--- src/verilog/hst_params.svh ---
/*
 * Offsets, reset values and timing counts of the hot-swap sequence timers.
 * Assumes a 50 MHz core clock and a byte-wide register port from the serial slave.
 */
`ifndef HST_PARAMS_SVH
`define HST_PARAMS_SVH

`define HST_CLK_NS          20
`define HST_TICK_NS         250000
`define HST_TICK_CYCLES     ((`HST_TICK_NS + `HST_CLK_NS - 1) / `HST_CLK_NS)
`define HST_DUTY_SCALE      28

`define HST_REG_COUNT       5
`define HST_OFS_INIT_DETECT 3'h0
`define HST_OFS_SLOTS_01    3'h1
`define HST_OFS_SLOTS_23    3'h2
`define HST_OFS_RETRY_TERM  3'h3
`define HST_OFS_REG_FILTER  3'h4

`define HST_RST_INIT_DETECT 8'h88
`define HST_RST_SLOTS_01    8'h88
`define HST_RST_SLOTS_23    8'h88
`define HST_RST_RETRY_TERM  8'hb8
`define HST_RST_REG_FILTER  8'h88

`endif

--- src/verilog/hst_pkg.sv ---
/*
 * Types of the hot-swap sequence timers.
 * Assumes hst_params.svh is included by the design file that uses them.
 */
package hst_pkg;

   typedef enum logic [2:0] {
      ST_IDLE,
      ST_DETECT,
      ST_RAMP,
      ST_SLOT,
      ST_TERM,
      ST_RUN,
      ST_FAULT
   } hst_state_t;

   // Laid out as {byte 4, byte 3, byte 2, byte 1, byte 0}, high nibble first.
   typedef struct packed {
      logic [3:0] reg_sub;
      logic [3:0] filt;
      logic [3:0] duty;
      logic [3:0] term;
      logic [3:0] slot3;
      logic [3:0] slot2;
      logic [3:0] slot1;
      logic [3:0] slot0;
      logic [3:0] reg_init;
      logic [3:0] detect;
   } hst_cfg_t;

   typedef struct packed {
      logic       pin_detect;
      logic       under_v;
      logic       over_v;
      logic [3:0] good;
      logic       regulating;
      logic       fet_on;
   } hst_pins_t;

endpackage

--- src/verilog/hst_timers.sv ---
/*
 * Hot-swap sequence timers: five timer registers, a 0.25 ms time base, the
 * pin-detect delay, the four-slot converter cascade, regulation limits,
 * the voltage filter and the fault retry delay.
 * Assumes the serial slave drives the register port on this clock, and that
 * analog comparator levels arrive asynchronously on the pin inputs.
 */
`include "hst_params.svh"

module hst_timers #(
   parameter int TICK_CYCLES = `HST_TICK_CYCLES
) (
   input  wire logic               clock,
   input  wire logic               arst_n,
   input  wire logic               cfg_wr,
   input  wire logic [2:0]         cfg_addr,
   input  wire logic [7:0]         cfg_wdata,
   output logic      [7:0]         cfg_rdata,
   input  wire logic               config_lock,
   input  wire logic               auto_fault_clear,
   input  wire logic               voltage_filter_en,
   input  wire logic               fault_clear,
   input  wire logic               pin_detect_in,
   input  wire logic               under_voltage,
   input  wire logic               over_voltage,
   input  wire logic [3:0]         converter_good_in,
   input  wire logic               regulating_in,
   input  wire logic               fet_on_in,
   output logic                    high_side_gate,
   output logic      [3:0]         converter_enable_out,
   output logic                    fault_out,
   output hst_pkg::hst_state_t     seq_state
);
   import hst_pkg::*;

   // The time base counter is sixteen bits wide and needs at least two clocks per tick.
   if (TICK_CYCLES < 2 || TICK_CYCLES > 65535)
   begin
      $error("TICK_CYCLES must lie between 2 and 65535.");
   end

   function automatic logic [11:0] ticks_of(input logic [3:0] code);
      case (code)
         4'h0: ticks_of = 12'h001;
         4'h1: ticks_of = 12'h008;
         4'h2: ticks_of = 12'h020;
         4'h3: ticks_of = 12'h030;
         4'h4: ticks_of = 12'h040;
         4'h5: ticks_of = 12'h060;
         4'h6: ticks_of = 12'h080;
         4'h7: ticks_of = 12'h0c0;
         4'h8: ticks_of = 12'h100;
         4'h9: ticks_of = 12'h180;
         4'ha: ticks_of = 12'h200;
         4'hb: ticks_of = 12'h300;
         4'hc: ticks_of = 12'h400;
         4'hd: ticks_of = 12'h600;
         4'he: ticks_of = 12'h800;
         default: ticks_of = 12'hc00;
      endcase
   endfunction

   logic [39:0] cfg_bytes_reg;
   hst_cfg_t    cfg;
   hst_pins_t   meta_reg;
   hst_pins_t   pins;
   logic [15:0] tick_cnt_reg;
   logic        tick_reg;
   hst_state_t  state_reg;
   hst_state_t  state_next;
   logic [1:0]  slot_reg;
   logic [16:0] seq_cnt_reg;
   logic [11:0] reg_cnt_reg;
   logic [11:0] filt_cnt_reg;
   logic        volt_fault_reg;
   logic        first_pwr_reg;
   logic [11:0] slot_limit;
   logic [11:0] reg_limit;
   logic [16:0] duty_limit;
   logic        reg_over;
   logic        supply_ok;

   assign cfg = hst_cfg_t'(cfg_bytes_reg);

   always_ff @(posedge clock or negedge arst_n)
   begin
      if (!arst_n)
         cfg_bytes_reg <= {`HST_RST_REG_FILTER, `HST_RST_RETRY_TERM, `HST_RST_SLOTS_23,
                           `HST_RST_SLOTS_01, `HST_RST_INIT_DETECT};
      else if (cfg_wr && !config_lock && cfg_addr <= `HST_OFS_REG_FILTER)
         cfg_bytes_reg[cfg_addr * 8 +: 8] <= cfg_wdata;
   end

   // Unmapped offsets read as zero.
   always_ff @(posedge clock or negedge arst_n)
   begin
      if (!arst_n)
         cfg_rdata <= 8'h00;
      else if (cfg_addr <= `HST_OFS_REG_FILTER)
         cfg_rdata <= cfg_bytes_reg[cfg_addr * 8 +: 8];
      else
         cfg_rdata <= 8'h00;
   end

   // Pin levels come from comparators and other chips, so two flip-flops each.
   always_ff @(posedge clock or negedge arst_n)
   begin
      if (!arst_n)
      begin
         meta_reg <= '0;
         pins     <= '0;
      end
      else
      begin
         meta_reg <= {pin_detect_in, under_voltage, over_voltage, converter_good_in, regulating_in, fet_on_in};
         pins     <= meta_reg;
      end
   end

   always_ff @(posedge clock or negedge arst_n)
   begin
      if (!arst_n)
      begin
         tick_cnt_reg <= 16'h0000;
         tick_reg     <= 1'b0;
      end
      else
      begin
         tick_reg     <= (tick_cnt_reg == 16'(TICK_CYCLES - 1));
         tick_cnt_reg <= (tick_cnt_reg == 16'(TICK_CYCLES - 1)) ? 16'h0000 : tick_cnt_reg + 16'h0001;
      end
   end

   // voltage filter; disabled filter trips at once
   always_ff @(posedge clock or negedge arst_n)
   begin
      if (!arst_n)
      begin
         filt_cnt_reg   <= 12'h000;
         volt_fault_reg <= 1'b0;
      end
      else if (!(pins.under_v || pins.over_v))
      begin
         filt_cnt_reg   <= 12'h000;
         volt_fault_reg <= 1'b0;
      end
      else if (!voltage_filter_en || filt_cnt_reg >= ticks_of(cfg.filt))
         volt_fault_reg <= 1'b1;
      else if (tick_reg)
         filt_cnt_reg <= filt_cnt_reg + 12'h001;
   end

   // regulation limit depends on first power-on
   assign reg_limit = first_pwr_reg ? ticks_of(cfg.reg_init) : ticks_of(cfg.reg_sub);
   assign reg_over  = pins.regulating && reg_cnt_reg >= reg_limit;

   always_ff @(posedge clock or negedge arst_n)
   begin
      if (!arst_n)
         reg_cnt_reg <= 12'h000;
      else if (!(high_side_gate && pins.regulating))
         reg_cnt_reg <= 12'h000;
      else if (tick_reg && reg_cnt_reg != 12'hfff)
         reg_cnt_reg <= reg_cnt_reg + 12'h001;
   end

   always_ff @(posedge clock or negedge arst_n)
   begin
      if (!arst_n)
         first_pwr_reg <= 1'b1;
      else if (state_reg == ST_RUN)
         first_pwr_reg <= 1'b0;
   end

   always_comb
   begin
      case (slot_reg)
         2'd0:    slot_limit = ticks_of(cfg.slot0);
         2'd1:    slot_limit = ticks_of(cfg.slot1);
         2'd2:    slot_limit = ticks_of(cfg.slot2);
         default: slot_limit = ticks_of(cfg.slot3);
      endcase
   end

   assign duty_limit = 17'({5'h00, ticks_of(cfg.duty)} * 17'(`HST_DUTY_SCALE));
   assign supply_ok  = pins.pin_detect && !volt_fault_reg;

   always_comb
   begin
      state_next = state_reg;
      case (state_reg)
         ST_IDLE:
            if (supply_ok)
               state_next = ST_DETECT;
         ST_DETECT:
            if (!supply_ok)
               state_next = ST_IDLE;
            else if (seq_cnt_reg >= 17'(ticks_of(cfg.detect)))
               state_next = ST_RAMP;
         ST_RAMP:
            if (pins.fet_on)
               state_next = ST_SLOT;
         ST_SLOT:
            if (seq_cnt_reg >= 17'(slot_limit))
               state_next = ST_TERM;
         ST_TERM:
            if (pins.good[slot_reg])
               state_next = (slot_reg == 2'd3) ? ST_RUN : ST_SLOT;
            else if (seq_cnt_reg >= 17'(ticks_of(cfg.term)))
               state_next = ST_FAULT;
         ST_RUN:
            state_next = ST_RUN;
         // retry after duty time or manual clear
         ST_FAULT:
            if (auto_fault_clear ? (seq_cnt_reg >= duty_limit) : fault_clear)
               state_next = ST_IDLE;
         default:
            state_next = ST_IDLE;
      endcase
      if (state_reg inside {ST_RAMP, ST_SLOT, ST_TERM, ST_RUN} && (!supply_ok || reg_over))
         state_next = ST_FAULT;
   end

   always_ff @(posedge clock or negedge arst_n)
   begin
      if (!arst_n)
      begin
         state_reg <= ST_IDLE;
         slot_reg  <= 2'd0;
      end
      else
      begin
         state_reg <= state_next;
         if (state_next == ST_RAMP)
            slot_reg <= 2'd0;
         else if (state_reg == ST_TERM && state_next == ST_SLOT)
            slot_reg <= slot_reg + 2'd1;
      end
   end

   // sequence counter restarts on every state change
   always_ff @(posedge clock or negedge arst_n)
   begin
      if (!arst_n)
         seq_cnt_reg <= 17'h00000;
      else if (state_next != state_reg)
         seq_cnt_reg <= 17'h00000;
      else if (tick_reg && seq_cnt_reg != 17'h1ffff)
         seq_cnt_reg <= seq_cnt_reg + 17'h00001;
   end

   always_ff @(posedge clock or negedge arst_n)
   begin
      if (!arst_n)
      begin
         high_side_gate       <= 1'b0;
         converter_enable_out <= 4'h0;
         fault_out            <= 1'b0;
         seq_state            <= ST_IDLE;
      end
      else
      begin
         high_side_gate <= state_next inside {ST_RAMP, ST_SLOT, ST_TERM, ST_RUN};
         fault_out      <= (state_next == ST_FAULT);
         seq_state      <= state_next;
         if (!(state_next inside {ST_SLOT, ST_TERM, ST_RUN}))
            converter_enable_out <= 4'h0;
         else if (state_reg == ST_SLOT && state_next == ST_TERM)
            converter_enable_out[slot_reg] <= 1'b1;
      end
   end
endmodule

--- config.mk ---
export PLATFORM = sky130hd
export DESIGN_NAME = hst_timers
export DESIGN_NICKNAME = d
export VERILOG_FILES = /design/src/verilog/hst_pkg.sv /design/src/verilog/hst_timers.sv
export VERILOG_INCLUDE_DIRS = /design/src /design/src/verilog
export SDC_FILE = /design/constraint.sdc
export NUM_CORES = 1
export LEC_CHECK = 0
export BUFFER_PORTS_ARGS = -buffer_cell sky130_fd_sc_hd__buf_4
export CORE_MARGIN = 2
export CORE_UTILIZATION = 35
export CTS_BUF_LIST = sky130_fd_sc_hd__clkbuf_8
export CTS_CLUSTER_SIZE = 16
export DETAILED_ROUTE_END_ITERATION = 8
export MAX_ROUTING_LAYER = met4
export REMOVE_ABC_BUFFERS = 1
export SETUP_SLACK_MARGIN = 0.05
export SYNTH_ARGS = -nofsm -noshare
export SYNTH_HDL_FRONTEND = slang
export SYNTH_SLANG_ARGS = --single-unit
--- constraint.sdc ---
create_clock -name clock -period 11.91 [get_ports clock]
set_clock_uncertainty 0.15 [all_clocks]
set_input_delay 1.191 -clock clock [delete_from_list [all_inputs] [get_ports clock]]
set_output_delay 1.191 -clock clock [all_outputs]
set_load 0.05 [all_outputs]
# Word-level counts from Yosys, hierarchy flattened
# Memory sizes are Yosys's and may differ from the RTL's.
# Cells that the tools add are included.
dict set report op_classes {
  eq_ne 23
  shift 3
  n_reduce_logical 26
  addsub 6
  n_bitwise 1
  multipliers 1
  muxes 39
  div 0
  n_lt_le_gt_ge 9
}
# op count
set ops {}
lappend ops {{2-to-1 mux 12 bit} 11}
lappend ops {{>= comparator 17 x 12 -> 1 bit} 3}
lappend ops {{bitwise mux 40 bit} 1}
lappend ops {{variable shift 8 x 34 -> 40 bit (first input constant)} 1}
lappend ops {{indexed part select 40 x 7 -> 8 bit} 1}
lappend ops {{indexed part select 8 x 34 -> 40 bit} 1}
lappend ops {{case mux 12 bit (3 select lines)} 1}
lappend ops {{2-to-1 mux 17 bit} 2}
lappend ops {{negation 6 -> 34 bit} 1}
lappend ops {{2-to-1 mux 3 bit} 10}
lappend ops {{adder 12 x 1 -> 12 bit (second input constant)} 2}
lappend ops {{>= comparator 12 bit} 2}
lappend ops {{case mux 3 bit (7 select lines)} 1}
lappend ops {{== test 3 bit (second input constant)} 6}
lappend ops {{adder 17 x 1 -> 17 bit (second input constant)} 1}
lappend ops {{>= comparator 17 bit} 1}
lappend ops {{inequality test 17 bit (second input constant)} 1}
lappend ops {{adder 16 x 1 -> 16 bit (second input constant)} 1}
lappend ops {{== test 16 x 14 -> 1 bit (second input constant)} 1}
lappend ops {{2-to-1 mux 16 bit} 1}
lappend ops {{multiplier 12 x 3 -> 15 bit (second input constant)} 1}
lappend ops {{== test 3 x 2 -> 1 bit (second input constant)} 4}
lappend ops {{inequality test 12 bit (second input constant)} 1}
lappend ops {{logical AND 1 bit} 11}
lappend ops {{25 further kinds} 42}
dict set report totals {
  n_memories 10
  mem_bits_ro 1600
  elab_cells 144
  ram_bits 0
  out_inout_bits 17
  regBits 137
  latch_bits 0
  input_bits 27
}
# memory depth width read_ports rd_clocked_by_memory_dff write_ports line_no
set memory_table {}
lappend memory_table {{(no name shown)} 16 10 1 0 0 hst_timers.sv:43} ;# case (code)
lappend memory_table {{(no name shown)} 16 10 1 0 0 hst_timers.sv:43}
lappend memory_table {{(no name shown)} 16 10 1 0 0 hst_timers.sv:43}
lappend memory_table {{(no name shown)} 16 10 1 0 0 hst_timers.sv:43}
lappend memory_table {{(no name shown)} 16 10 1 0 0 hst_timers.sv:43}
lappend memory_table {{(no name shown)} 16 10 1 0 0 hst_timers.sv:43}
lappend memory_table {{+4 memories} -- -- -- -- -- --}

# Depth between registers and ports, before layout
# Gate-level depths: netlist of the first run.
dict set report logic_depth {
  word_depth 13
  mapped_depth 26
  depth_no_buf 24
}

# Worst setup path before layout of the first run
# No wires, ideal clock.
dict set report synth_path {
  kind {register to register}
  start {reg cfg_bytes_reg[29], in the netlist cfg[29]}
  end {reg converter_enable_out[3]}
  n_path_buf 2
  setup_ns 0.121
  synth_period_minus_slack_ns 4.630
  slack_ns 7.280
  path_stages_with_launch 22
  arrival_ns 4.359
  path_cell_list {dfstp_2 clkbuf_1 nor2_1 a32o_1 ha_1 ha_1 nor2b_1 o21ai_0 a21boi_0 o21ai_0 nand2b_1 a31o_2 xnor2_1 ha_1 nand2_1 nor2_1 nor2_1 a22oi_1 and4b_1 buf_6 mux2_4 a22o_1}
}
dict set report synth_via {
  elab_chain_cells 10
  elab_cells_between_ends 14
}
# item line_no
set synth_rtl {}
lappend synth_rtl {{from (decl)} hst_timers.sv:63} ;# logic [39:0] cfg_bytes_reg;
lappend synth_rtl {{from (signal assigned)} hst_timers.sv:88} ;# cfg_bytes_reg <= {`HST_RST_REG_FILTER, `HST_RST_RETRY_TERM, `HST_RST_SLOTS_23,
lappend synth_rtl {{from (signal, indexed assignment)} hst_timers.sv:91} ;# cfg_bytes_reg[cfg_addr * 8 +: 8] <= cfg_wdata;
lappend synth_rtl {{memory (16 x 10 bit) *} --}
lappend synth_rtl {{multiplier 12 x 3 -> 15 bit *} hst_timers.sv:185} ;# assign duty_limit = 17'({5'h00, ticks_of(cfg.duty)} * 17'(`HST_DUTY_SCALE));
lappend synth_rtl {{>= comparator 17 bit *} hst_timers.sv:215} ;# if (auto_fault_clear ? (seq_cnt_reg >= duty_limit) : fault_clear)
lappend synth_rtl {{2-to-1 mux 1 bit *} hst_timers.sv:215}
lappend synth_rtl {{2-to-1 mux 3 bit *} hst_timers.sv:215}
lappend synth_rtl {{case mux 3 bit (7 select lines) *} hst_timers.sv:191} ;# case (state_reg)
lappend synth_rtl {{2-to-1 mux 3 bit *} hst_timers.sv:220} ;# if (state_reg inside {ST_RAMP, ST_SLOT, ST_TERM, ST_RUN} && (!supply_ok || reg_over))
lappend synth_rtl {{== test 3 x 2 -> 1 bit (tied with other cells)} hst_timers.sv:266} ;# if (!(state_next inside {ST_SLOT, ST_TERM, ST_RUN}))
lappend synth_rtl {{nonzero test 3 bit / logical AND 1 bit (equally long branches)} {hst_timers.sv:266, hst_timers.sv:268}}
lappend synth_rtl {{inequality test 2 x 1 -> 1 bit (no line) / 2-to-1 mux 4 bit (equally long branches)} --}
lappend synth_rtl {{to (signal assigned)} hst_timers.sv:257} ;# converter_enable_out <= 4'h0;
lappend synth_rtl {{to (signal assigned)} hst_timers.sv:267} ;# converter_enable_out <= 4'h0;
lappend synth_rtl {{to (signal, indexed assignment)} hst_timers.sv:269} ;# converter_enable_out[slot_reg] <= 1'b1;
lappend synth_rtl {{to (decl)} hst_timers.sv:30} ;# output logic [3:0] converter_enable_out,
# Every way passes the cells marked *; elsewhere a longest branch is shown, timed or not.
# A chain may end at the register's enable or synchronous reset.

# Final worst setup path of the first run
dict set report layout_path {
  start {reg cfg_bytes_reg[29], in the netlist cfg[29]}
  end {reg seq_cnt_reg[2]}
}
dict set report layout_via {
  elab_chain_cells 9
  elab_cells_between_ends 10
}
# item line_no
set layout_rtl {}
lappend layout_rtl {{memory (16 x 10 bit) *} --}
lappend layout_rtl {{multiplier 12 x 3 -> 15 bit *} hst_timers.sv:185}
lappend layout_rtl {{>= comparator 17 bit *} hst_timers.sv:215}
lappend layout_rtl {{2-to-1 mux 1 bit *} hst_timers.sv:215}
lappend layout_rtl {{2-to-1 mux 3 bit *} hst_timers.sv:215}
lappend layout_rtl {{case mux 3 bit (7 select lines) *} hst_timers.sv:191}
lappend layout_rtl {{2-to-1 mux 3 bit *} hst_timers.sv:220}
lappend layout_rtl {{inequality test 3 bit *} hst_timers.sv:246} ;# else if (state_next != state_reg)
lappend layout_rtl {{2-to-1 mux 17 bit / nonzero test 2 bit (equally long branches)} --}
lappend layout_rtl {{to (signal assigned)} hst_timers.sv:249} ;# seq_cnt_reg <= seq_cnt_reg + 17'h00001;
lappend layout_rtl {{to (decl)} hst_timers.sv:72} ;# logic [16:0] seq_cnt_reg;
# Marks and branches as above.

==> summary.md, run 1 <==
| Metric | Value |
|---|---|
| Crit path capture | `seq_cnt_reg[2]` |
| Grt total ovfl | `0` |
| Worst EP arrival | `about 5.3 ns` |
| Via Count | `between 7,000 and 8,000` |
| Final setup fails | `0` |
| Number of global-route vias before repair | `7,464` |
| Setup TNS Final | `0 ns` |
| Clock buffer depth | `2` |
| Core area | `26,800 µm²` |
| Syn_area_per_cell | `9.433 µm²` |
| Yosys warning total | `0` |
| Setup CP Type | `reg2reg` |
| Fin. max-slew vios | `0` |
| Synth Area in Compound Gates | `0.1212` |
| Share of synthesized area spent on multiplexers | `0.07753` |
| Worst-path clk slew | `~0.080 ns` |
| Worst Setup End Kind | `register` |
| Port Buf Inserts | `43` |
| Least-Margin Pin Slew | `roughly 1.2 ns` |
| Post-CTS sizing | `0` |
| Placer congestion estimate | `0.8916` |
| Simple-gate area share of the yosys netlist | `0.2165` |
| Capturing point of the worst reg2reg path | `seq_cnt_reg[2]` |
| Drt total wl | `between 20,000 and 25,000 µm` |
| Max Fanout on Critical Path | `17` |
| Xor-xnor portion of the synthesized cell area | `0.04984` |
| Avg WL per Cell | `approximately 17 µm` |
| Fin cells | `between 1,000 and 1,500` |
| Clk sinks | `137` |
| Dpl cell area | `approximately 10,000 µm²` |
| Min-delay src | `meta_reg[4]` |
| Initial antenna violation count | `0` |
| Post-synth EDFFs | `0` |
| Hold_buf cts | `0` |
| WHS Path Cells | `0` |
| Synth Area in Adders | `0.1311` |
| Final Critical Period | `between 5 and 6 ns` |
| Tcrit/Tclk final | `0.4295` |
| RSZ-0062 raised after global routing | `false` |
| # diodes | `0` |
| Inserted Clock Buffers | `17` |
| Rel. slew slack | `0.1865` |
| Final core utilization | `0.3923` |
| # H-tree levels | `4` |
| Design area | `10,510 µm²` |
| Top FF cell, synth | `dfrtp_1` |
| Post-synthesis sequential area ratio | `0.3630` |
| # rows | `60` |
| Initial Util | `0.3541` |
| Die boundary height | `roughly 170 µm` |
| Crit path launch | `cfg[29]` |
| Number of synthesized register bits | `137` |
| Iteration-0 DRC Markers | `roughly 450` |
| Tot Pwr | `roughly 1.7 mW` |
| Largest family of logic cells by synthesized area | `simple AND/OR/NAND/NOR gates` |
| Vias/cell | `5.529` |
| Cells after Synth | `1,006` |
| Share of cells above drive strength 1 | `0.1451` |
| Global-route wire length before repair | `roughly 39,000 µm` |
| IO Count | `44` |
| Clk Latency, worst-skew pair | `around 0.46 ns` |
| CTS tree | `built` |
| Static Leak | `about 4.6 nW` |
| Area growth, synth to finish | `10.80%` |
| ANT nets after route | `0` |
| Cell Pwr Density | `between 150 and 200 nW/µm²` |
| Status | `finished, final reports clean` |
| Max Cap Viol | `0` |
| Gr usage total | `0.1776` |
| Area of the die | `about 28,000 µm²` |
| Detail Placement HPWL | `~18,000 µm` |
| Fmax | `slightly below 0.2 GHz` |
| First-pass DRT Iterations | `4` |
| Drc violations | `0` |
| Placed cell count | `1,344` |
| Width of the chip | `168.7 µm` |
| Post-synth ARST share | `1.000` |
| Count of different cell masters after synthesis | `72` |
| Setup slack, reg-to-reg | `between 6 and 7 ns` |
| Final Hold Vio Count | `0` |
| Root Buffer Master | `clkbuf_8` |
| Worst r2r src | `cfg[29]` |
| Setup crit start kind | `register` |
| Layout Nets | `1,146` |
| Cell Area, Synth | `9489 µm²` |
| Crit path required time | `12.04 ns` |
| Hold WC Path Type | `reg2reg` |
| Max FFs per register | `40` |
| Largest net degree at the start of global routing | `75` |
| Register-to-Register Path Depth | `21` |
| Number of post-CTS setup repair buffers | `0` |
| Max IR drop VDD | `0.05889 mV` |
[cells in the final DEF, fill, tap and decap left out, types with 5 or more instances in the layout]
cell and count:
dfrtp_1 124, o22ai_1 7, nor3_1 20, a41oi_1 9
o21ai_0 34, nand2_1 79, nor4_1 32, ha_1 93
nor2b_1 24, nand4_1 22, a21oi_1 42, nand3_1 47
xnor2_1 32, buf_4 44, inv_1 53, nand2b_1 19
and2_1 7, clkbuf_8 18, dfstp_2 13, a22oi_1 11
bufinv_16 5, mux4_2 9, nand3b_1 9, a21o_1 9
and3_1 13, xor2_1 22, mux2i_1 9, nor2_1 75
a31oi_1 9, mux2_2 38, a32oi_1 5, or3_1 13
nor4b_1 8, a21boi_0 5
[per-stage QoR]
step | hold WS [ns] | worst slack [ns]
global route | 0.2054 | 6.247
global placement | 0.1820 | 6.917
CTS | 0.1985 | 6.839
finish | 0.2020 | 6.794
detailed placement | 0.1864 | 6.824
floorplan | 0.1812 | 7.309
[power breakdown]
| part | internal [mW] | leakage, nW | switching [mW] |
|---|---|---|---|
| Clock | 0.253 | 0.232 | 0.190 |
| Combinational | 0.253 | 2.61 | 0.383 |
| Sequential | 0.518 | 1.77 | 0.107 |
[synth_stat cells (3+ instances only)]
cell type,count,share of area
a32oi_1,5,0.0046
nor3_1,20,0.011
and4_1,3,0.0028
a31o_2,4,0.0037
nor4_1,32,0.021
dfrtp_1,124,0.33
dfstp_2,13,0.036
a211oi_1,4,0.0032
o31ai_1,3,0.0024
nor4b_1,8,0.0074
nand4_1,22,0.015
o21ai_0,34,0.018
mux2i_1,9,0.0095
or4b_2,3,0.0032
nor2_1,75,0.030
nand3_1,47,0.025
a31oi_1,9,0.0059
fa_1,4,0.0084
o211ai_1,3,0.0024
and3_1,13,0.0086
nand2_1,79,0.031
o22ai_1,7,0.0046
nor2b_1,24,0.016
xnor2_1,32,0.030
a41oi_1,9,0.0083
mux2_2,38,0.045
a22o_1,4,0.0037
o21a_1,4,0.0032
mux4_2,9,0.021
nand2b_1,19,0.013
xor2_1,22,0.020
inv_1,51,0.020
buf_2,4,0.0021
ha_1,93,0.12
a21oi_1,42,0.022
nor3b_1,3,0.0024
a22oi_1,11,0.0087
or3_1,13,0.0086
and2_1,7,0.0046
nand3b_1,9,0.0071
a21boi_0,5,0.0040
clkbuf_1,42,0.017
a21o_1,9,0.0071
[cell type report]
class	count	area (µm²)
tap	341	426.7
sequential	137	3445
timing repair buffer	45	341.6
inverter	51	191.4
fill	2624	16290
clock inverter	13	201.4
multi-input combinational	770	5660
clock buffer	18	247.7
[layer usage]
metal / wire (µm) / up-vias / GRT usage
li1: - / 3690 / -
met1: 11010 / 3754 / 0.2274
met2: 11610 / 131 / 0.2886
met3: 894 / 27 / 0.03250
met4: 351 / 0 / 0.05210
met5: 0 / - / -
[worst max-delay path, cell delays in order (launching register included)]
cell	delay [ns]
dfstp_2	0.65
inv_1	0.10
or3_1	0.37
a21oi_1	0.15
ha_1	0.16
a31o_2	0.10
ha_1	0.26
nor2b_1	0.14
o21ai_0	0.19
a21boi_0	0.11
o21ai_0	0.15
nand2b_1	0.11
a31o_2	0.26
xnor2_1	0.13
ha_1	0.30
nand2_1	0.05
nor2_1	0.11
nor2_1	0.06
a22oi_1	0.27
nand2_1	0.10
nor3_2	0.90
nor4_1	0.11
[kinds of logic after synthesis]
kind of cell             count (synthesis)
AO/OA/AOI/OAI                          172
XOR/XNOR                                54
adder cells (fa/ha/maj)                 97
buffers and inverters                   99
flip-flops                             137
multiplexers                            57
other                                    1
AND/OR/NAND/NOR                        389
[worst min-delay path by stage]
stage | slack (ns) | to
after floorplan | 0.18 | pins[0]
after global placement | 0.18 | pins[7]
after detailed placement | 0.19 | pins[2]
after CTS | 0.20 | pins[0]
after global routing | 0.21 | pins[0]
final | 0.20 | pins[4]
Power figures use the tool's default switching activity.
==> run 2, diff against run 1 <==
--- a/config.mk
+++ b/config.mk
@@ -6,6 +6,7 @@
 export SDC_FILE = /design/constraint.sdc
 export NUM_CORES = 1
 export LEC_CHECK = 0
+export ABC_AREA = 1
 export BUFFER_PORTS_ARGS = -buffer_cell sky130_fd_sc_hd__buf_4
 export CORE_MARGIN = 2
 export CORE_UTILIZATION = 35
==> constraint.sdc (replaced) <==
create_clock -name clock -period 5.2 [get_ports clock]
set_clock_uncertainty 0.15 [all_clocks]
set_input_delay 0.52 -clock clock [delete_from_list [all_inputs] [get_ports clock]]
set_output_delay 0.52 -clock clock [all_outputs]
set_load 0.05 [all_outputs]
==> run 2 against run 1 <==
Against the previous run:
- the flow now finishes with violations (hold timing)
- fmax up 5.4%
- flip-flop and latch count is the same
- core utilization up 1.3 points
- die area is 4.8% higher
- critical path depth up 12
- clock power is 120% higher
- largest cell class unchanged
- highest routed layer unchanged
==> summary.md, run 2 <==
| Metric | Value |
|---|---|
| Post-synth EDFFs | `0 (unchanged)` |
| Pint | `2.404 mW (+130%)` |
| Number of global-route vias before repair | `8,399 (+13%)` |
| Static Leak | `5.390 nW (+17%)` |
| Synth Area in Compound Gates | `0.1320 (+0.01080)` |
| Setup ws final | `0.3466 ns (-6.448 ns)` |
| Final setup fails | `0 (unchanged)` |
| # rows | `61 (+1.7%)` |
| Hold WC Path Type | `in2async` |
| Iteration-0 DRC Markers | `561 (+25%)` |
| Die boundary height | `172.6 µm (+2.4%)` |
| Worst-path clk slew | `0.09 ns (about the same)` |
| Setup CP Type | `reg2reg` |
| Most frequent cells in the layout | `nand2_1, inv_1, nor2_1` |
| Clk sinks | `137 (unchanged)` |
| Area of the die | `29,810 µm² (+4.8%)` |
| Cell with the most instances after synthesis | `nand2_1` |
| Layout Nets | `1,504 (+31%)` |
| Slowest stage delay, CP | `0.60 ns (-0.30 ns)` |
| Cell Area, Synth | `9955 µm² (+4.9%)` |
| Largest net degree at the start of global routing | `94 (+25%)` |
| CTS tree | `built` |
| Final Hold Vio Count | `26 (+26)` |
| # H-tree levels | `4 (unchanged)` |
| Width of the chip | `172.6 µm (+2.4%)` |
| Clock power share | `0.230 (-0.030)` |
| Final Critical Period | `4.853 ns (-0.2622 ns)` |
| Final core utilization | `0.4056 (+0.01327)` |
| Port Buf Inserts | `43 (unchanged)` |
| Fin. max-slew vios | `0 (unchanged)` |
| IO Count | `44 (unchanged)` |
| Post-synth ARST share | `1.000 (unchanged)` |
| Cells after Synth | `1,333 (+33%)` |
| Reg power frac | `0.316 (-0.051)` |
| Tcrit/Tclk final | `0.9334 (+0.5038)` |
| Synth top area cells | `dfrtp_1, ha_1, nand2_1` |
| Vias/cell | `5.045 (-8.7%)` |
| # diodes | `0 (unchanged)` |
| First-pass DRT Iterations | `5 (+1)` |
| Met3 wire len | `1157 µm (+29%)` |
| Drt total wl | `25,360 µm (+6.3%)` |
| Share of synthesized area spent on multiplexers | `0 (-0.07753)` |
| Via Count | `8,935 (+18%)` |
| Met1 WL | `12,160 µm (+10%)` |
| Share of cells above drive strength 1 | `0.1177 (-0.02734)` |
| Cell Pwr Density | `379.8 nW/µm² (+130%)` |
| Max Cap Viol | `0 (unchanged)` |
| Post-synth top cells | `nand2_1, inv_1, nor2_1, dfrtp_1, ha_1` |
| ANT nets after route | `0 (unchanged)` |
| Xor-xnor portion of the synthesized cell area | `0.03167 (-0.01817)` |
| Global-route wire length before repair | `42,260 µm (+8.0%)` |
| Root Buffer Master | `clkbuf_8` |
| Sw Share | `0.4398 (+0.04120)` |
| Sw power | `1.887 mW (+180%)` |
| Status | `complete, but fails checks` |
| Setup TNS Final | `0 ns (unchanged)` |
| Detail Placement HPWL | `19,260 µm (+9.1%)` |
| Dpl cell area | `10,620 µm² (+5.5%)` |
| Worst path most repeated cell | `nand2_1` |
| Rel. slew slack | `0.2955 (+0.1091)` |
| Post-synthesis sequential area ratio | `0.3460 (-0.01697)` |
| Hold WS | `-0.04244 ns (-0.2445 ns)` |
| Placement Setup Slack | `0.01010 ns (-6.813 ns)` |
| Setup crit start kind | `register` |
| Count of different cell masters after synthesis | `54 (-25%)` |
| Max Fanout on Critical Path | `8 (-9)` |
| Least-Margin Pin Slew | `1.049 ns (-0.1697 ns)` |
| Number of synthesized register bits | `137 (unchanged)` |
| Syn_area_per_cell | `7.468 µm² (-21%)` |
| Max FFs per register | `40 (unchanged)` |
| Initial antenna violation count | `0 (unchanged)` |
| Yosys warning total | `0 (unchanged)` |
| Initial Util | `0.3573 (+0.003270)` |
| Clock buffer depth | `2 (unchanged)` |
| Crit path launch | `cfg[29]` |
| Crit path required time | `5.46 ns (-6.58 ns)` |
| Grt total ovfl | `0 (unchanged)` |
| RSZ-0062 raised after global routing | `false` |
| Max IR drop VDD | `0.1914 mV (+220%)` |
| Design area | `11,300 µm² (+7.5%)` |
| Core area | `27,860 µm² (+3.9%)` |
| Fmax | `0.2060 GHz (+5.4%)` |
| Inserted Clock Buffers | `17 (unchanged)` |
| Simple-gate area share of the yosys netlist | `0.2802 (+0.06366)` |
| Setup slack, reg-to-reg | `0.35 ns (-6.45 ns)` |
| Met2 wire length | `11,670 µm (+0.54%)` |
| Placer congestion estimate | `0.9283 (+4.1%)` |
| Top cell type's share of synthesized area | `0.3117 (-0.01529)` |
| Avg WL per Cell | `14.32 µm (-17%)` |
| Worst path slowest cell | `dfstp_2` |
| Drc violations | `0 (unchanged)` |
| Area growth, synth to finish | `13.50%` |
| Top FF cell, synth | `dfrtp_1` |
| Combinational Power Share | `0.454 (+0.081)` |
| Tot Pwr | `4.291 mW (+150%)` |
| Uppermost layer routed | `met4` |
| Area leader, netlist | `dfrtp_1` |
| Gr usage total | `0.1780 (+0.0003382)` |
| Largest family of logic cells by synthesized area | `simple AND/OR/NAND/NOR gates` |
| Clk Latency, worst-skew pair | `0.47 ns (about the same)` |
| Commonest non-fill, non-tap cell in the layout | `nand2_1` |
| Synth Area in Adders | `0.1249 (-0.006128)` |
| Failing checks | `hold timing` |
| Worst r2r src | `cfg[29]` |
| Worst EP arrival | `5.11 ns (-0.14 ns)` |
| Worst Setup End Kind | `register` |
[run 2: changes by cell type after synthesis, moves of 38 or more]
cell,previous run,this run
inv_1,51,177
nand2_1,79,281
mux2_2,38,0
nor2_1,75,128
o21ai_0,34,85
a21oi_1,42,84
[run 2: kinds of logic after synthesis]
logic type,after synthesis
other,1
DFF,137
adders and majority gates,97
buffers and inverters,218
xor gates and xnor gates,36
AOI/OAI and AO/OA,232
and+or+nand+nor,612
[run 2: layer usage]
metal,global-route usage,vias up
li1,-,4517
met5,-,-
met1,0.2426,4186
met2,0.2766,204
met3,0.02792,28
met4,0.04452,0
[run 2: worst paths after layout]
path	end	cells after the start
hold / removal	meta_reg[6]	1
max in group asynchronous	seq_cnt_reg[7]	2
hold reg to reg	pins[5]	0
min in group clock	cfg[13]	3
setup reg to reg	seq_cnt_reg[0]	33
setup / recovery	seq_cnt_reg[0]	33
[run 2: area by class of cell]
type                    count  area [µm²]
fillers                  2867       16560
multi-input cells         978        5737
flip-flops and latches    137        3446
inverters                 185       694.4
repair buffers             61       514.2
well taps                 378       473.0
clock buffers              18       247.7
clock inverters            14       186.4
[run 2: repair_timing]
action                                 CTS  global route
endpoints found under the hold margin    9             0
pin swaps                                1             5
resized for setup                        0            19
gates cloned                             0             1
setup endpoints to repair               17            24
hold buffers                             9             0
setup buffers                            1             5
[run 2: power by group through the flow]
stage	logic, mW	registers (mW)	clock network, mW
2_1_floorplan	1.26	1.40	0
3_3_place_gp	1.74	1.37	0
3_5_place_dp	1.77	1.37	0
4_1_cts	1.82	1.35	1.00
5_1_grt	2.19	1.38	1.06
6_report	1.95	1.36	0.985
[run 2: critical path: cells and delay by family, from the launching register on]
family | cells | cell delay (ns)
xor gates and xnor gates | 2 | 0.30
DFF | 1 | 0.60
and+or+nand+nor | 16 | 1.38
AOI/OAI and AO/OA | 7 | 1.13
buffers and inverters | 5 | 0.55
adders and majority gates | 3 | 0.70
[run 2: per-stage QoR]
stage	hold WS, ns	std cells
finish	-0.04244	1771
global route	0.03122	1771
CTS	0.01446	1765
detailed placement	0.1847	1723
global placement	0.1813	1723
floorplan	0.07441	1300
==> run 3, diff against run 2 <==
--- a/config.mk
+++ b/config.mk
@@ -13,6 +13,7 @@
 export CTS_BUF_LIST = sky130_fd_sc_hd__clkbuf_8
 export CTS_CLUSTER_SIZE = 16
 export DETAILED_ROUTE_END_ITERATION = 8
+export HOLD_SLACK_MARGIN = 0.15
 export MAX_ROUTING_LAYER = met4
 export REMOVE_ABC_BUFFERS = 1
 export SETUP_SLACK_MARGIN = 0.05
==> run 3 against run 2 <==
Against the previous run:
- wire length about the same
- critical path type unchanged
- register-to-register slack about the same
- critical path depth unchanged
- combinational power about the same
- cell count increased by 0.17%
- the flow now finishes without violations
- clock-buffer cell count unchanged
- flip-flop and latch count unchanged
- critical endpoint unchanged
- global-route usage about the same
- via count decreased by 0.32%
- core utilization increased by 0.11 points
- first-iteration DRC count increased by 5.5%
==> summary.md, run 3 (synthesized netlist as in run 2, its figures left out) <==
| Metric | Value |
|---|---|
| Status | `finished, final reports clean` |
| Worst path most repeated cell | `nand2_1` |
| Worst-path clk slew | `0.09 ns (about the same)` |
| Clk sinks | `137 (unchanged)` |
| Clock power share | `0.229 (about the same)` |
| Avg WL per Cell | `14.30 µm (-0.17%)` |
| Rel. slew slack | `0.2871 (-0.008445)` |
| Hold WS | `0.1893 ns (+0.2318 ns)` |
| Setup ws final | `0.3486 ns (+0.002007 ns)` |
| Detail Placement HPWL | `19,260 µm (unchanged)` |
| Via Count | `8,906 (-0.32%)` |
| Port Buf Inserts | `43 (unchanged)` |
| Worst path slowest cell | `dfstp_2` |
| Reg power frac | `0.316 (about the same)` |
| Crit path required time | `5.45 ns (about the same)` |
| Core area | `27,860 µm² (unchanged)` |
| Final Critical Period | `4.851 ns (-0.002007 ns)` |
| Max Fanout on Critical Path | `8 (unchanged)` |
| Cell Pwr Density | `378.7 nW/µm² (-0.28%)` |
| Clk Latency, worst-skew pair | `0.46 ns (about the same)` |
| Max Cap Viol | `0 (unchanged)` |
| Sw power | `1.885 mW (-0.12%)` |
| Bufs and invs on worst path | `5 (unchanged)` |
| Most frequent cells in the layout | `nand2_1, inv_1, nor2_1` |
| # rows | `61 (unchanged)` |
| Iteration-0 DRC Markers | `592 (+5.5%)` |
| Tot Pwr | `4.290 mW (about the same)` |
| Gr usage total | `0.1783 (+0.0002917)` |
| Commonest non-fill, non-tap cell in the layout | `nand2_1` |
| Layout Nets | `1,507 (+0.20%)` |
| Pint | `2.406 mW (about the same)` |
| Max IR drop VDD | `0.1912 mV (-0.10%)` |
| Top delay family on crit path | `simple AND/OR/NAND/NOR gates` |
| ANT nets after route | `0 (unchanged)` |
| RSZ-0062 raised after global routing | `false` |
| Slowest stage delay, CP | `0.60 ns (about the same)` |
| # diodes | `0 (unchanged)` |
| Combinational Power Share | `0.455 (about the same)` |
| First-pass DRT Iterations | `5 (unchanged)` |
| Placer congestion estimate | `0.9283 (unchanged)` |
| IO Count | `44 (unchanged)` |
| Width of the chip | `172.6 µm (unchanged)` |
| Area of the die | `29,810 µm² (unchanged)` |
| Number of global-route vias before repair | `8,418 (+0.23%)` |
| Area growth, synth to finish | `13.80%` |
| Initial antenna violation count | `0 (unchanged)` |
| Tcrit/Tclk final | `0.9330 (about the same)` |
| Worst EP arrival | `5.10 ns (about the same)` |
| Setup TNS Final | `0 ns (unchanged)` |
| Setup CP Type | `reg2reg` |
| Least-Margin Pin Slew | `1.061 ns (+0.01257 ns)` |
| Fin. max-slew vios | `0 (unchanged)` |
| Share of cells above drive strength 1 | `0.1175 (-0.0002530)` |
| Grt total ovfl | `0 (unchanged)` |
| Root Buffer Master | `clkbuf_8` |
| Clock buffer depth | `2 (unchanged)` |
| Inserted Clock Buffers | `17 (unchanged)` |
| Fmax | `0.2061 GHz (about the same)` |
| Setup slack, reg-to-reg | `0.35 ns (about the same)` |
| Largest net degree at the start of global routing | `94 (unchanged)` |
| Drc violations | `0 (unchanged)` |
| CTS tree | `built` |
| Drt total wl | `25,360 µm (about the same)` |
| Initial Util | `0.3573 (unchanged)` |
| Filler cells | `2,867 (unchanged)` |
| Max FFs per register | `40 (unchanged)` |
| Sw Share | `0.4393 (-0.0004752)` |
| Hold WC Path Type | `in2reg` |
| Final setup fails | `0 (unchanged)` |
| Static Leak | `5.402 nW (+0.23%)` |
| Placement Setup Slack | `0.01010 ns (unchanged)` |
| Die boundary height | `172.6 µm (unchanged)` |
| Vias/cell | `5.020 (-0.49%)` |
| Final core utilization | `0.4066 (+0.001078)` |
| Setup crit start kind | `register` |
| Global-route wire length before repair | `42,320 µm (+0.13%)` |
| # H-tree levels | `4 (unchanged)` |
| Worst Setup End Kind | `register` |
| Final Hold Vio Count | `0 (-100%)` |
==> run 3: power by group through the flow <==
| stage | Sequential (mW) | Combinational (mW) | Clock (mW) |
|---|---|---|---|
| global placement | 1.37 | 1.74 | 0 |
| CTS | 1.35 | 1.82 | 1.00 |
| detailed placement | 1.37 | 1.77 | 0 |
| global route | 1.38 | 2.19 | 1.06 |
| floorplan | 1.40 | 1.26 | 0 |
| finish | 1.36 | 1.95 | 0.981 |
==> run 3: path summary, 6_finish.rpt <==
kind | depth (start not counted) | from | to
max in group asynchronous | 3 | arst_n | seq_cnt_reg[7]
setup / recovery | 33 | cfg[29] | seq_cnt_reg[0]
min in group asynchronous | 2 | arst_n | meta_reg[6]
hold reg to reg | 0 | meta_reg[5] | pins[5]
hold / removal | 3 | cfg_wdata[6] | cfg[14]
setup reg to reg | 33 | cfg[29] | seq_cnt_reg[0]
==> run 3: final cells by class <==
class                           count  area, µm²  area share
Tap cell                          378      473.0     0.04175
Inverter                          185      694.4     0.06130
Clock inverter                     14      186.4     0.01646
Clock buffer                       18      247.7     0.02187
Multi-Input combinational cell    978       5737      0.5064
Sequential cell                   137       3446      0.3042
Timing Repair Buffer               64      544.3     0.04804
==> run 3: tightest hold or removal path, cell delays in order <==
cell	delay [ns]
buf_4	0.10
nand2_1	0.05
o21ai_0	0.07
==> run 3: through the flow <==
stage / std cells / area [µm²]
CTS: 1768 / 11190
detailed placement: 1723 / 10620
floorplan: 1300 / 9804
global route: 1774 / 11330
global placement: 1723 / 10620
finish: 1774 / 11330
==> run 3: layer usage <==
layer / global-route usage / wire [µm] / vias up
met4: 0.04452 / 383 / 0
met3: 0.02748 / 922 / 26
met2: 0.2778 / 11680 / 199
met1: 0.2427 / 12370 / 4162
met5: - / 0 / -
li1: - / - / 4519
==> run 3: repair_timing <==
item                                   CTS  global route
pin swaps                                1             5
hold buffers                            12             0
setup endpoints to repair               17            24
resized for setup                        0            19
cloned                                   0             1
endpoints found under the hold margin   90             0
buffers inserted                         1             5
